`src/rtl/ats_pkg.sv`:
```
// Purpose : shared constants and types for the timeslot sequencer
// Assumes : one clock, register words on AHB-Lite
// Notes   : offsets are byte addresses
package ats_pkg;
   localparam int          ATS_NUM_SLOTS    = 4;
   localparam int          ATS_NUM_CONV     = 3;
   localparam int          ATS_PROG_DEPTH   = 16;
   localparam int          ATS_SLOT_CYCLES  = 2;
   localparam logic [7:0]  ATS_OFS_CTRL     = 8'h00;
   localparam logic [7:0]  ATS_OFS_SLOT_EN  = 8'h04;
   localparam logic [7:0]  ATS_OFS_STATUS   = 8'h08;
   localparam logic [7:0]  ATS_OFS_MASK     = 8'h0C;
   localparam logic [7:0]  ATS_OFS_RESULT   = 8'h10;
   localparam logic [7:0]  ATS_OFS_STATE    = 8'h14;
   localparam logic [7:0]  ATS_OFS_PROG     = 8'h40;
   localparam int          ATS_CTRL_RUN_BIT = 0;
   localparam int          ATS_ST_DONE_LSB  = 0;
   localparam int          ATS_ST_PPC_BIT   = 4;
   localparam int          ATS_STATUS_W     = 5;
   // instruction: [15:14] op, [13:12] converter, [11:8] channel, [7:0] data
   localparam logic [1:0]  ATS_OP_NOP       = 2'h0;
   localparam logic [1:0]  ATS_OP_SAMPLE    = 2'h1;
   localparam logic [1:0]  ATS_OP_STOP      = 2'h2;
   localparam logic [1:0]  ATS_OP_FLAG      = 2'h3;
   typedef struct packed {
      logic [1:0] op;
      logic [1:0] conv;
      logic [3:0] chan;
      logic [7:0] data;
   } ats_instr_type;
   typedef struct packed {
      logic       start;
      logic [3:0] chan;
   } ats_conv_req_type;
   typedef struct packed {
      logic        valid;
      logic [11:0] data;
   } ats_conv_rsp_type;
endpackage

```
`src/rtl/ats_sequencer.sv`:
```
// Purpose : time-division sample sequencer with halt input and register bus
// Assumes : halt line and converter answers come from outside; halt and valid lines are resynchronised here, result data is not
// Notes   : zero-wait AHB-Lite slave, result queue takes one word per cycle with any valid pulse, lowest converter wins
//
// Chosen here: the register offsets and the AHB-Lite interface to the registers.
`timescale 1ns/100ps
module ats_sequencer
   import ats_pkg::*;
#(
   parameter int QUEUE_DEPTH = 8
) (
   input  wire logic                                    clk_sys,
   input  wire logic                                    rst,
   input  wire logic [31:0]                             haddr,
   input  wire logic [1:0]                              htrans,
   input  wire logic                                    hwrite,
   input  wire logic [2:0]                              hsize,
   input  wire logic [31:0]                             hwdata,
   input  wire logic                                    hsel,
   input  wire logic                                    hready,
   output logic [31:0]                                  hrdata,
   output logic                                         hreadyout,
   output logic                                         hresp,
   input  wire logic                                    fabric_halt_trigger,
   output ats_pkg::ats_conv_req_type [ATS_NUM_CONV-1:0] conv_req,
   input  wire ats_pkg::ats_conv_rsp_type [ATS_NUM_CONV-1:0] conv_rsp,
   output logic                                         post_processing_complete_flag,
   output logic                                         irq
);
   import ats_pkg::*;

   // ==========================================================
   // input synchronisers
   // ==========================================================
   logic [2:0]              trig_sync_ff;
   logic                    trig_ff;
   logic [2:0]              vld_sync_ff [ATS_NUM_CONV];
   logic [ATS_NUM_CONV-1:0] vld_lvl_ff;
   logic [ATS_NUM_CONV-1:0] vld_pulse;

   always_ff @(posedge clk_sys or posedge rst) begin
      if (rst) begin
         trig_sync_ff <= 3'h0;
         trig_ff      <= 1'b0;
      end else begin
         trig_sync_ff <= {trig_sync_ff[1:0], fabric_halt_trigger};
         if (trig_sync_ff[2] == trig_sync_ff[1]) begin
            trig_ff <= trig_sync_ff[2];
         end
      end
   end

   generate
      for (genvar g = 0; g < ATS_NUM_CONV; g++) begin : g_vld
         always_ff @(posedge clk_sys or posedge rst) begin
            if (rst) begin
               vld_sync_ff[g] <= 3'h0;
               vld_lvl_ff[g]  <= 1'b0;
            end else begin
               vld_sync_ff[g] <= {vld_sync_ff[g][1:0], conv_rsp[g].valid};
               if (vld_sync_ff[g][2] == vld_sync_ff[g][1]) begin
                  vld_lvl_ff[g] <= vld_sync_ff[g][2];
               end
            end
         end
         assign vld_pulse[g] = (vld_sync_ff[g][2] == vld_sync_ff[g][1])
                             & vld_sync_ff[g][2] & ~vld_lvl_ff[g];
      end
   endgenerate

   // ==========================================================
   // bus slave
   // ==========================================================
   logic                      ctrl_run_ff;
   logic [ATS_NUM_SLOTS-1:0]  slot_en_ff;
   logic [ATS_STATUS_W-1:0]   status_ff;
   logic [ATS_STATUS_W-1:0]   mask_ff;
   logic                      wr_pend_ff;
   logic [8:0]                wr_addr_ff;
   logic                      rd_pop;
   logic                      addr_ok;
   logic [15:0]               prog_mem [ATS_NUM_SLOTS*ATS_PROG_DEPTH];

   assign addr_ok   = hsel & hready & htrans[1];
   assign hreadyout = 1'b1;
   assign hresp     = 1'b0;

   always_ff @(posedge clk_sys or posedge rst) begin
      if (rst) begin
         wr_pend_ff <= 1'b0;
         wr_addr_ff <= 9'h000;
      end else begin
         wr_pend_ff <= addr_ok & hwrite;
         wr_addr_ff <= haddr[8:0];
      end
   end

   always_ff @(posedge clk_sys or posedge rst) begin
      if (rst) begin
         ctrl_run_ff <= 1'b0;
         mask_ff     <= '0;
      end else if (wr_pend_ff) begin
         if (wr_addr_ff == 9'(ATS_OFS_CTRL)) begin
            ctrl_run_ff <= hwdata[ATS_CTRL_RUN_BIT];
         end
         if (wr_addr_ff == 9'(ATS_OFS_MASK)) begin
            mask_ff <= hwdata[ATS_STATUS_W-1:0];
         end
      end
   end

   always_ff @(posedge clk_sys) begin
      if (wr_pend_ff && wr_addr_ff >= 9'(ATS_OFS_PROG)
          && wr_addr_ff[8:2] < 7'(ATS_OFS_PROG[7:2] + ATS_NUM_SLOTS*ATS_PROG_DEPTH)) begin
         prog_mem[6'(wr_addr_ff[8:2] - 7'(ATS_OFS_PROG[7:2]))] <= hwdata[15:0];
      end
   end

   // ==========================================================
   // timeslot rotation
   // ==========================================================
   logic                     slots_on;
   logic [1:0]               slot_ff;
   logic                     phase_ff;
   logic [3:0]               pc_ff   [ATS_NUM_SLOTS];
   logic [ATS_NUM_SLOTS-1:0] wait_ff;
   logic [1:0]               wconv_ff [ATS_NUM_SLOTS];
   ats_instr_type            cur;
   logic                     exec;

   assign slots_on = trig_ff | ctrl_run_ff;
   assign cur      = prog_mem[{slot_ff, pc_ff[slot_ff]}];
   assign exec     = slots_on & phase_ff & slot_en_ff[slot_ff] & ~wait_ff[slot_ff];

   always_ff @(posedge clk_sys or posedge rst) begin
      if (rst) begin
         slot_ff  <= 2'h0;
         phase_ff <= 1'b0;
      end else if (slots_on) begin
         phase_ff <= ~phase_ff;
         if (phase_ff) begin
            slot_ff <= slot_ff + 2'h1;
         end
      end
   end

   generate
      for (genvar s = 0; s < ATS_NUM_SLOTS; s++) begin : g_slot
         logic mine;
         logic wake;
         assign mine = exec & (slot_ff == 2'(s));
         assign wake = wait_ff[s] & vld_pulse[wconv_ff[s]];
         always_ff @(posedge clk_sys or posedge rst) begin
            if (rst) begin
               pc_ff[s]    <= 4'h0;
               wait_ff[s]  <= 1'b0;
               wconv_ff[s] <= 2'h0;
               slot_en_ff[s] <= 1'b0;
            end else begin
               if (wake) begin
                  wait_ff[s] <= 1'b0;
                  pc_ff[s]   <= pc_ff[s] + 4'h1;
               end else if (mine) begin
                  unique case (cur.op)
                     ATS_OP_SAMPLE: begin
                        wait_ff[s]  <= 1'b1;
                        wconv_ff[s] <= cur.conv;
                     end
                     ATS_OP_STOP: ;
                     default: pc_ff[s] <= pc_ff[s] + 4'h1;
                  endcase
               end
               if (mine && cur.op == ATS_OP_STOP) begin
                  slot_en_ff[s] <= 1'b0;
               end else if (wr_pend_ff && wr_addr_ff == 9'(ATS_OFS_SLOT_EN)) begin
                  slot_en_ff[s] <= hwdata[s];
                  if (hwdata[s]) begin
                     pc_ff[s] <= hwdata[4*s+8 +: 4];
                  end
               end
            end
         end
      end
   endgenerate

   // ==========================================================
   // converter starts, results, flags
   // ==========================================================
   logic [11:0] queue_mem [QUEUE_DEPTH];
   logic [$clog2(QUEUE_DEPTH):0] q_wr_ff;
   logic [$clog2(QUEUE_DEPTH):0] q_rd_ff;
   logic        q_empty;
   logic [ATS_NUM_CONV-1:0] done_ev;

   assign q_empty = (q_wr_ff == q_rd_ff);
   assign rd_pop  = addr_ok & ~hwrite & (haddr[8:0] == 9'(ATS_OFS_RESULT)) & ~q_empty;

   generate
      for (genvar c = 0; c < ATS_NUM_CONV; c++) begin : g_conv
         always_ff @(posedge clk_sys or posedge rst) begin
            if (rst) begin
               conv_req[c] <= '0;
            end else begin
               conv_req[c].start <= exec & (cur.op == ATS_OP_SAMPLE)
                                  & (cur.conv == 2'(c));
               if (exec && cur.op == ATS_OP_SAMPLE && cur.conv == 2'(c)) begin
                  conv_req[c].chan <= cur.chan;
               end
            end
         end
         assign done_ev[c] = vld_pulse[c];
      end
   endgenerate

   always_ff @(posedge clk_sys or posedge rst) begin
      if (rst) begin
         q_wr_ff <= '0;
         q_rd_ff <= '0;
      end else begin
         if (|vld_pulse) begin
            q_wr_ff <= q_wr_ff + 1'b1;
         end
         if (rd_pop) begin
            q_rd_ff <= q_rd_ff + 1'b1;
         end
      end
   end

   always_ff @(posedge clk_sys) begin
      for (int c = ATS_NUM_CONV - 1; c >= 0; c--) begin
         if (vld_pulse[c]) begin
            queue_mem[q_wr_ff[$clog2(QUEUE_DEPTH)-1:0]] <= conv_rsp[c].data;
         end
      end
   end

   logic flag_ev;
   assign flag_ev = exec & (cur.op == ATS_OP_FLAG);

   always_ff @(posedge clk_sys or posedge rst) begin
      if (rst) begin
         post_processing_complete_flag <= 1'b0;
      end else begin
         post_processing_complete_flag <= flag_ev;
      end
   end

   logic [ATS_STATUS_W-1:0] set_v;
   logic [ATS_STATUS_W-1:0] clr_v;
   assign set_v = {flag_ev, 1'b0, done_ev};
   assign clr_v = (wr_pend_ff && wr_addr_ff == 9'(ATS_OFS_STATUS))
                ? hwdata[ATS_STATUS_W-1:0] : '0;

   always_ff @(posedge clk_sys or posedge rst) begin
      if (rst) begin
         status_ff <= '0;
         irq       <= 1'b0;
      end else begin
         status_ff <= (status_ff & ~clr_v) | set_v;
         irq       <= |(((status_ff & ~clr_v) | set_v) & mask_ff);
      end
   end

   // ==========================================================
   // read data
   // ==========================================================
   always_ff @(posedge clk_sys or posedge rst) begin
      if (rst) begin
         hrdata <= 32'h0000_0000;
      end else if (addr_ok && !hwrite) begin
         unique case (haddr[8:0])
            9'(ATS_OFS_CTRL):    hrdata <= {31'h0, ctrl_run_ff};
            9'(ATS_OFS_SLOT_EN): hrdata <= {28'h0, slot_en_ff};
            9'(ATS_OFS_STATUS):  hrdata <= {27'h0, status_ff};
            9'(ATS_OFS_MASK):    hrdata <= {27'h0, mask_ff};
            9'(ATS_OFS_RESULT):  hrdata <= {q_empty, 19'h0,
                                            queue_mem[q_rd_ff[$clog2(QUEUE_DEPTH)-1:0]]};
            9'(ATS_OFS_STATE):   hrdata <= {22'h0, wait_ff, trig_ff, slots_on,
                                            slot_ff, 1'b0, phase_ff};
            default:             hrdata <= 32'h0000_0000;
         endcase
      end
   end

   // ==========================================================
   // checks
   // ==========================================================
   AST_ROTATE: assert property (@(posedge clk_sys) disable iff (rst)
      slots_on && phase_ff |=> slot_ff == $past(slot_ff) + 2'h1)
      else $error("slot did not rotate");
   AST_HOLD: assert property (@(posedge clk_sys) disable iff (rst)
      !slots_on |=> $stable(slot_ff))
      else $error("slot moved while halted");
   AST_START: assert property (@(posedge clk_sys) disable iff (rst)
      exec && cur.op == ATS_OP_SAMPLE |=> conv_req[$past(cur.conv)].start)
      else $error("start strobe missing");
   AST_WAKE: assert property (@(posedge clk_sys) disable iff (rst)
      wait_ff[0] && vld_pulse[wconv_ff[0]] |=> !wait_ff[0])
      else $error("waiting slot not released");
   AST_QUEUE: assert property (@(posedge clk_sys) disable iff (rst)
      |vld_pulse |=> q_wr_ff == $past(q_wr_ff) + 1'b1)
      else $error("result not queued");
   AST_STOP: assert property (@(posedge clk_sys) disable iff (rst)
      exec && cur.op == ATS_OP_STOP |=> !slot_en_ff[$past(slot_ff)])
      else $error("stop did not clear enable");
   AST_IRQ: assert property (@(posedge clk_sys) disable iff (rst)
      done_ev[1] && mask_ff[1] |=> irq && status_ff[1])
      else $error("completion interrupt missing");
   AST_FLAG: assert property (@(posedge clk_sys) disable iff (rst)
      flag_ev |=> post_processing_complete_flag && status_ff[ATS_ST_PPC_BIT])
      else $error("completion flag missing");
   AST_READY: assert property (@(posedge clk_sys) disable iff (rst)
      hreadyout && !hresp)
      else $error("bus not zero wait");
   AST_EN: assert property (@(posedge clk_sys) disable iff (rst)
      !slots_on |=> !conv_req[0].start && !conv_req[1].start && !conv_req[2].start)
      else $error("converter started while halted");
   COV_SAMPLE: cover property (@(posedge clk_sys) disable iff (rst)
      exec && cur.op == ATS_OP_SAMPLE ##[1:200] |vld_pulse);
   COV_SHARED: cover property (@(posedge clk_sys) disable iff (rst)
      wait_ff[0] && wait_ff[1] && wconv_ff[0] == wconv_ff[1]);
   COV_IRQ: cover property (@(posedge clk_sys) disable iff (rst) $rose(irq));
   COV_HALT: cover property (@(posedge clk_sys) disable iff (rst) $fell(slots_on));
endmodule

```
`config.mk`:
```
export PLATFORM = sky130hd
export DESIGN_NAME = ats_sequencer
export DESIGN_NICKNAME = d
export VERILOG_FILES = /design/src/rtl/ats_pkg.sv /design/src/rtl/ats_sequencer.sv
export SDC_FILE = /design/constraint.sdc
export NUM_CORES = 1
export LEC_CHECK = 0
export BUFFER_PORTS_ARGS = -buffer_cell sky130_fd_sc_hd__buf_2
export CORE_MARGIN = 4
export CORE_UTILIZATION = 55
export DETAILED_ROUTE_END_ITERATION = 10
export PLACE_DENSITY = 0.81
export SLEW_MARGIN = 20
export SYNTH_ARGS = -nofsm -noshare
export SYNTH_HDL_FRONTEND = slang
export SYNTH_SLANG_ARGS = --single-unit
```
`constraint.sdc`:
```
create_clock -name clk_sys -period 4.16 [get_ports clk_sys]
set_clock_uncertainty 0.15 [all_clocks]
set_input_delay 0.416 -clock clk_sys [delete_from_list [all_inputs] [get_ports clk_sys]]
set_output_delay 0.416 -clock clk_sys [all_outputs]
set_load 0.03 [all_outputs]
```
Word level (Yosys, flattened, before mapping). Memories as Yosys holds them, arrays and structs flattened. Cells that the tools add are included.

Memory bits (writable): 1120. Logic and storage cells: 240. Register bits: 129. Input bits: 114. Output and inout bits: 51. Memories: 2.

$lt $le $gt $ge: 8. Reductions and logical operators: 44. Add/subtract/negate cells: 8. Multiplexer cells: 68. Equal/unequal tests: 21. Bitwise gates (word level): 47.

Memories: prog_mem (words 64, bits a word 16, read ports 1, clocked after memory_dff 0, wr ports 1, RTL line ats_sequencer.sv:82) `logic [15:0] prog_mem [ATS_NUM_SLOTS*ATS_PROG_DEPTH];`; queue_mem (words 8, bits a word 12, read ports 1, clocked after memory_dff 0, wr ports 1, RTL line ats_sequencer.sv:189) `logic [11:0] queue_mem [QUEUE_DEPTH];`.

Operator list (number): 32-bit case mux with 6 select lines (1); 4-bit 2-to-1 mux (26); 9-bit by 4-bit equality test with 1-bit output, second input constant (4); 1-bit 2-to-1 mux (31); 1-bit AND (28); 4-bit by 1-bit adder with 4-bit output, second input constant (6); 12-bit 2-to-1 mux (2); 2-bit nonzero test (12); 9-bit by 3-bit equality test with 1-bit output, second input constant (2); 9-bit by 5-bit equality test with 1-bit output, second input constant (2); 9-bit logical NOT (2); 2-bit by 3-bit < comparator with 1-bit output, second input constant (5); 2-bit AND reduction (7); 1-bit logical AND (13); 1-bit binary-select mux with 2-bit select (6); 3-bit AND reduction (4); 1-bit NOT (11); 5-bit AND (2); 2-bit equality test, second input constant (5); 9-bit by 7-bit >= comparator with 1-bit output, second input constant (1); 4-bit binary-select mux with 2-bit select (1); 7-bit < comparator, second input constant (1); 2-bit by 1-bit equality test with 1-bit output, second input constant (3); 6-bit by 5-bit subtractor with 6-bit output, second input constant (1); 14 further kinds (20).

Logic depth before layout (Yosys ltp). Gate-level depths: netlist of the first run. An unclocked memory read counts as a cell.

Depth in word-level cells: 13. Gate-level depth with buffers: 20.

Worst setup path after synthesis of the first run. Ideal clock, no wire load.

Path kind: register to register. From: register slot_ff[0]. To: register conv_req[8] (netlist bit). Library setup time: 125 ps. Cell stages (with the launch flop): 20. Setup slack: 49 ps. Arrival: 3836 ps. Cell sequence: dfrtp_1 buf_6 mux4_2 buf_6 buf_4 buf_6 buf_2 buf_2 mux4_2 mux2i_1 mux4_2 nand2_1 and2_1 inv_1 ha_1 and2_0 clkbuf_1 and3b_1 buf_2 mux2_4.

Cells in the longest elaborated chain, start to end: 8.

RTL lines: start, declared (RTL line ats_sequencer.sv:123) `logic [1:0] slot_ff;`; start signal, assigned (RTL line ats_sequencer.sv:142) `slot_ff <= slot_ff + 2'h1;`; 2-bit NOT with 3-bit output (not written as such) (RTL line ats_sequencer.sv:132) `assign cur = prog_mem[{slot_ff, pc_ff[slot_ff]}];`; 4-bit binary-select mux with 2-bit select (RTL line ats_sequencer.sv:132); 4-bit 2-to-1 mux (not written as such) (2 in series) (RTL line ats_sequencer.sv:132); memory read 64 x 16 bit; 2-bit by 1-bit equality test with 1-bit output (RTL line ats_sequencer.sv:206) `if (exec && cur.op == ATS_OP_SAMPLE && cur.conv == 2'(c)) begin`; 1-bit logical AND (2 in series) (RTL line ats_sequencer.sv:206); end, declared (RTL line ats_sequencer.sv:25) `output ats_pkg::ats_conv_req_type [ATS_NUM_CONV-1:0] conv_req,`.

Parallel ways exist; a longest one is shown, timed or not. The select of a mux whose other input is x is not followed. A chain may end at the register's enable or synchronous reset.

Worst setup path in the final report of the first run.
From: register slot_ff[1]. To: register conv_req[5] (netlist bit).

The elaborated chain is that of the path after synthesis.

==> run metrics, run 1 <==
gr usage total=a little under a quarter; crit path max fanout=12; DRC=0; delay-heaviest family, CP=multiplexers; Synth top cells by count=edfxtp_1, mux2i_1, nand2_1, dfrtp_1; hold path cells=1; critical-path cell list=mux4_4 -> buf_12 -> buf_16 -> mux4_2 -> mux2i_2 -> mux4_2 -> nand2_1 -> and2_4 -> inv_1 -> ha_1 -> and2_1 -> and3b_2 -> mux2_2; Core Rows=84; WP data arrival=about 4.5 ns; vias per cell=between 6 and 7; grt total ovfl=0; setup slack, reg-to-reg=0.06 ns; CTS buffer count=70; leakage=12.0 nW; HP Start=hwdata[11]; Die Height=between 200 and 250 um; post-synthesis cell count=1713; CP max stage cell=mux4_4; largest family of logic cells by synthesized area=multiplexers; xor-xnor portion of the synthesized cell area=0.746%; wire per inst=~25 um; Slew HR=roughly a quarter; Hold Crit Endpoint=prog_mem[4][11]$_DFFE_PP_; initial core utilization=approximately 56%; P&R area growth vs syn=14.4%; async set-reset flop share out of synthesis=15.3%; Max clock buf depth=3; WL final=about 67 mm; drt first pass iters=6; H-tree level count=3; Compound-Gate Fraction of Synth Area=under 10%; crit path kind=register to register; worst hold path class=primary input to register; GR peak layer=met2; Cell variety after synth=62; die area=between 50000 and 60000 um2; CTS sink count=between 700 and 800; slowest stage delay, CP=slightly above 0.7 ns; CP Depth=13; Buf+Inv Stages, Crit Path=3; cell taking the most area after synthesis=edfxtp_1; final worst setup slack=0.0553 ns; Layout fillers=3381; Vias=16600; Hold Vio Cnt, Final=0; post-synthesis simple-gate area fraction=under 10%; Clock Pin Slew Worst Setup and Hold Paths=roughly 0.060 ns; register area share after synthesis=71.6%; worst hold slack=roughly 0.022 ns; power per cell area=672 nW/um2; share of layout cells above drive strength 1=24.1%; later-pin clock latency in the skew report=0.62 ns; Final min period=4.10 ns; ys flop type=edfxtp_1; IO Pins=around 170; CP Launch Type=register; worst endpoint required time=4.50 ns; slew of the pin with the lowest slew margin=1.13 ns; initial antenna violation count=1; met1 Usage GRT=31.3%; Fmax=about 0.24 GHz; Power, Total=22.6 mW; largest net degree at the start of global routing=66; Yosys top cell area share=a little over 60%; DP HPWL=42.6 mm; ranking of synthesized cells by area=edfxtp_1, dfrtp_1, mux4_2; Place WS=-0.0544 ns; Reg-to-Reg End=conv_req[5]$_DFFE_PP0P_; RR Startpoint=slot_ff[1]$_DFFE_PP0P_; drt initial violations=1748; endpoints failing setup=0; status=finished clean; average size of a mapped cell=approximately 17 um2; DRT antenna net count=0; first-pass GRT wire length=103 mm; reg2reg path depth=13; VDD IR max=0.479 mV; vias in the first global route=16972; Ys Warns=0; crit end category=register; EDFF count, synth=around 610; max-slew violations=0; Mapped Area=29300 um2; GR Util met2=39.0%; Placer Congestion=0.891; critical path's most frequent cell=mux4_2; core area=around 53000 um2; I/O Buffers=105; Root Buffer=clkbuf_16; CTS tree=yes; Post-Synth Adder-Cell Area=0.717%; met3 usage in global routing=4.57%; max_cap viols=0; final core utilization=between 60 and 70%; Yosys reg bits=718; fin crit share=98.7%; post-synthesis mux area share=15.1%; Die X=between 200 and 250 um; nets=~2000; top-count cell post-synth=edfxtp_1
through the flow:
stage               TNS, ns  area [um2]  cells
floorplan                 0       29400   1732
global placement          0       30900   2497
detailed placement   -0.250       30900   2497
CTS                       0       33400   2656
global route         -0.143       33600   2661
finish                    0       33600   2661
worst max-delay path by stage:
stage | end | startpoint | slack [ns]
2_1_floorplan | conv_req[8]$_DFFE_PP0P_ | slot_ff[0]$_DFFE_PP0P_ | 0.05
3_3_place_gp | conv_req[7]$_DFFE_PP0P_ | slot_ff[1]$_DFFE_PP0P_ | 0.07
3_5_place_dp | pc_ff[15]$_DFF_PP0_ | slot_ff[1]$_DFFE_PP0P_ | -0.05
4_1_cts | conv_req[7]$_DFFE_PP0P_ | slot_ff[1]$_DFFE_PP0P_ | 0.02
5_1_grt | pc_ff[10]$_DFF_PP0_ | slot_ff[1]$_DFFE_PP0P_ | -0.04
6_report | conv_req[5]$_DFFE_PP0P_ | slot_ff[1]$_DFFE_PP0P_ | 0.06
power by group:
part           internal, mW  switching, mW  leakage (nW)
Sequential             8.17          0.262          6.82
Combinational          3.54           4.49          4.06
Clock                  3.40           2.71          1.07
Total                  15.1           7.46          12.0
cells in the final DEF (no fill, tap or decap), types with 14 or more instances in the layout:
cell type / instances
edfxtp_1: 608
mux2i_1: 139
nand2_1: 116
dfrtp_1: 110
nor2_1: 105
mux4_2: 103
buf_2: 101
buf_4: 76
clkbuf_16: 72
mux2_2: 52
o21ai_0: 42
o22ai_1: 30
dlygate4sd3_1: 28
a21oi_1: 25
nand3_1: 25
conb_1: 21
nor2b_1: 20
a211oi_1: 19
clkbuf_1: 16
ha_1: 15
nor3_1: 14
layer usage:
metal,vias to the layer above,wire length (um)
li1,7070,-
met1,8387,25300
met2,941,33400
met3,202,5630
met4,0,3110
met5,-,0
worst reg2reg max path, stage by stage, from the launching register on:
cell and delay [ns]:
dfrtp_1 0.40, mux4_4 0.72, buf_12 0.20, buf_16 0.16, mux4_2 0.45, mux2i_2 0.24, mux4_2 0.33, nand2_1 0.07
and2_4 0.20, inv_1 0.07, ha_1 0.14, and2_1 0.20, and3b_2 0.30, mux2_2 0.36
registers in the layout, summed over array words and instances, names as in the netlist, 5 cells and up:
register / cells
prog_mem: 512
queue_mem: 96
pc_ff: 16
conv_req: 15
hrdata: 13
vld_sync_ff: 9
wr_addr_ff: 9
wconv_ff: 8
mask_ff: 5
status_ff: 5
kinds of logic (layout without fill, tap and decap cells):
| logic type | Yosys count | in the layout |
|---|---|---|
| buffers and inverters | 122 | 362 |
| other | 2 | 22 |
| XOR/XNOR | 25 | 25 |
| AND/OR/NAND/NOR | 347 | 347 |
| flip-flops | 718 | 718 |
| AO/OA/AOI/OAI | 177 | 177 |
| multiplexers | 305 | 305 |
| adder cells (fa/ha/maj) | 17 | 17 |
timing repair:
| action | 4_1_cts | 5_1_grt |
|---|---|---|
| buffers inserted | 3 | 3 |
| gates cloned | 0 | 1 |
| endpoints found under the hold margin | 81 | 0 |
| gates resized for setup | 8 | 15 |
| hold buffers | 28 | 0 |
| pin swaps | 0 | 8 |
| endpoints found under the setup margin | 23 | 29 |
layout make-up:
class | instances | area, um2 | area share [%]
well taps | 688 | 861 | 2.56
clock inverters | 34 | 293 | 0.872
flip-flops and latches | 718 | 21000 | 62.6
multi-input cells | 892 | 7810 | 23.3
clock buffers | 94 | 1910 | 5.70
inverters | 17 | 66.3 | 0.198
diodes | 1 | 2.50 | 0.00746
repair buffers | 217 | 1610 | 4.79
Power figures use the tool's default switching activity.
==> run 2: changes to the inputs <==
--- a/config.mk
+++ b/config.mk
@@ -10,6 +10,7 @@
 export CORE_UTILIZATION = 55
 export DETAILED_ROUTE_END_ITERATION = 10
 export PLACE_DENSITY = 0.81
+export REMOVE_ABC_BUFFERS = 1
 export SLEW_MARGIN = 20
 export SYNTH_ARGS = -nofsm -noshare
 export SYNTH_HDL_FRONTEND = slang
==> run 2 against run 1 <==
Against the previous run:
- power grew 3.4%
- global-route usage grew 1.1 points
- sequential share of layout area shrank 0.56 points
- largest cell class unchanged
- critical path type unchanged
- highest routed layer unchanged
- non-clock buffer count grew 11
==> run metrics, run 2 (synthesis gave the netlist of run 1 again) <==
Placer Congestion=0.880 (-1.2%); H-tree level count=3 (unchanged); largest net degree at the start of global routing=72 (+9.1%); leakage=12.1 nW (+1.4%); Power, Total=23.3 mW (+3.4%); Reg power frac=36.2% (-1.2 points); worst hold path class=register to register; gr usage total=24.8% (+1.1 points); internal power=15.7 mW (+3.6%); Hold Vio Cnt, Final=0 (unchanged); DRC=0 (unchanged); first-pass GRT wire length=107 mm (+4.6%); antenna cells=0 (-1); crit path kind=register to register; status=finished clean; wire per inst=26.4 um (+4.3%); vias per cell=6.30 (+0.91%); crit path max fanout=14 (+2); share of layout cells above drive strength 1=24.5% (+0.36 points); WP data arrival=4.43 ns (-0.02 ns); endpoints failing setup=0 (unchanged); I/O Buffers=105 (unchanged); power per cell area=689 nW/um2 (+2.5%); nets=2059 (+0.64%); most frequent cells in the layout=edfxtp_1, mux2i_1, nand2_1; DRT antenna net count=0 (unchanged); slew of the pin with the lowest slew margin=1.14 ns (+0.00788 ns); IO Pins=165 (unchanged); Layout fillers=3329 (-1.5%); switching share of power=32.9% (-0.15 points); initial antenna violation count=0 (-1); vias in the first global route=17272 (+1.8%); Root Buffer=clkbuf_16; Slew HR=23.8% (-0.054 points); Place WS=-0.181 ns (-0.126 ns); Clock Pin Slew Worst Setup and Hold Paths=0.06 ns (about the same); Switch Pwr=7.67 mW (+2.9%); Core Rows=84 (unchanged); Max clock buf depth=3 (unchanged); worst endpoint required time=4.49 ns (about the same); P&R area growth vs syn=15.4%; initial core utilization=55.7% (unchanged); max-slew violations=0 (unchanged); Largest register FFs=512 (unchanged); CP Launch Type=register; max_cap viols=0 (unchanged); Final min period=4.10 ns (-0.00948 ns); part of the power in combinational logic=36.0% (+0.4 points); crit end category=register; later-pin clock latency in the skew report=0.60 ns (-0.02 ns); clock power share=27.8% (+0.7 points); Vias=16846 (+1.5%); final worst setup slack=0.0647 ns (+0.00948 ns); most common cell after layout, fill and taps aside=edfxtp_1; drt first pass iters=5 (-1); CTS buffer count=72 (+2.9%); Die X=239 um (unchanged); die area=57100 um2 (unchanged); Fmax=0.244 GHz (+0.23%); CTS tree=yes; CTS sink count=718 (unchanged); final core utilization=64.3% (+0.58 points); core area=52700 um2 (unchanged); WL final=70.7 mm (+4.9%); DP HPWL=43.8 mm (+3.0%); grt total ovfl=0 (unchanged); Die Height=239 um (unchanged); drt initial violations=1942 (+11%); fin crit share=98.4% (-0.23 points); VDD IR max=0.482 mV (+0.70%)
## run 2: cell types whose count changed in the layout (fill, tap and decap cells not counted), moves of 3 or more
cell       delta
buf_4         +8
clkbuf_1      +7
clkinv_2      -4
buf_12        -3
bufbuf_16     +3
bufinv_16     +3
clkbuf_16     +3
clkbuf_4      -3
clkinv_4      -3
## run 2: final cells by class
cell class	count	area [um2]	share of cell area (%)
Clock buffer	104	2050	6.04
Clock inverter	29	324	0.957
Inverter	17	66.3	0.196
Multi-Input combinational cell	892	7810	23.1
Sequential cell	718	21000	62.0
Tap cell	688	861	2.54
Timing Repair Buffer	228	1750	5.17
## run 2: timing repair
| action | in CTS | in global routing |
|---|---|---|
| buffers inserted | 10 | 4 |
| gates cloned | 3 | 0 |
| hold buffers | 29 | 0 |
| hold endpoints to repair | 105 | 0 |
| resized for setup | 16 | 13 |
| pin swaps | 1 | 6 |
| endpoints found under the setup margin | 26 | 29 |
## run 2: power groups by stage
stage	Sequential (mW)	Clock, mW	Combinational (mW)
after global routing	8.46	6.85	8.83
final	8.43	6.49	8.40
after CTS	8.42	6.53	8.12
after floorplan	8.66	0	4.76
after global placement	8.54	0	7.22
after detailed placement	8.56	0	7.39
## run 2: metal layers
layer	up-vias	wire length (um)	global-route usage, %
met3	196	5930	4.46
met5	-	0	0
met1	8596	26900	33.9
li1	7106	-	-
met4	0	2830	9.53
met2	948	35100	40.6
## run 2: critical path: stages, from the launching register on
cell,delay (ns)
dfrtp_1,0.42
mux4_4,0.70
buf_6,0.18
bufbuf_16,0.30
mux4_2,0.35
mux2i_2,0.09
mux4_2,0.47
nand2_1,0.08
and2_4,0.18
inv_1,0.06
ha_1,0.17
and2_2,0.21
nand2_1,0.07
nand3_1,0.14
buf_4,0.21
nor2_1,0.12
a21oi_1,0.06
## run 2: worst paths after layout
kind                                          startpoint                       end  slack [ns]  depth (start not counted)
min in group asynchronous                            rst  vld_sync_ff[6]$_DFF_PP0_        0.38                          3
max in group asynchronous                            rst        pc_ff[5]$_DFF_PP0_        2.58                          4
worst min register to register  vld_sync_ff[0]$_DFF_PP0_  vld_sync_ff[1]$_DFF_PP0_        0.20                          0
worst max register to register        pc_ff[0]$_DFF_PP0_        pc_ff[1]$_DFF_PP0_        0.06                         16
worst min-delay path            vld_sync_ff[0]$_DFF_PP0_  vld_sync_ff[1]$_DFF_PP0_        0.20                          0
worst max-delay path                  pc_ff[0]$_DFF_PP0_        pc_ff[1]$_DFF_PP0_        0.06                         16
## run 2: metrics by stage
stage / instances / cell area [um2] / setup TNS (ns) / hold slack (ns)
final: 2676 / 33900 / 0 / 0.197
after floorplan: 1627 / 28800 / -73.91 / 0.181
after global placement: 2497 / 30900 / -0.166 / 0.184
after CTS: 2672 / 33800 / 0 / 0.163
after global routing: 2676 / 33900 / -0.0664 / 0.203
after detailed placement: 2497 / 30900 / -1.39 / 0.186
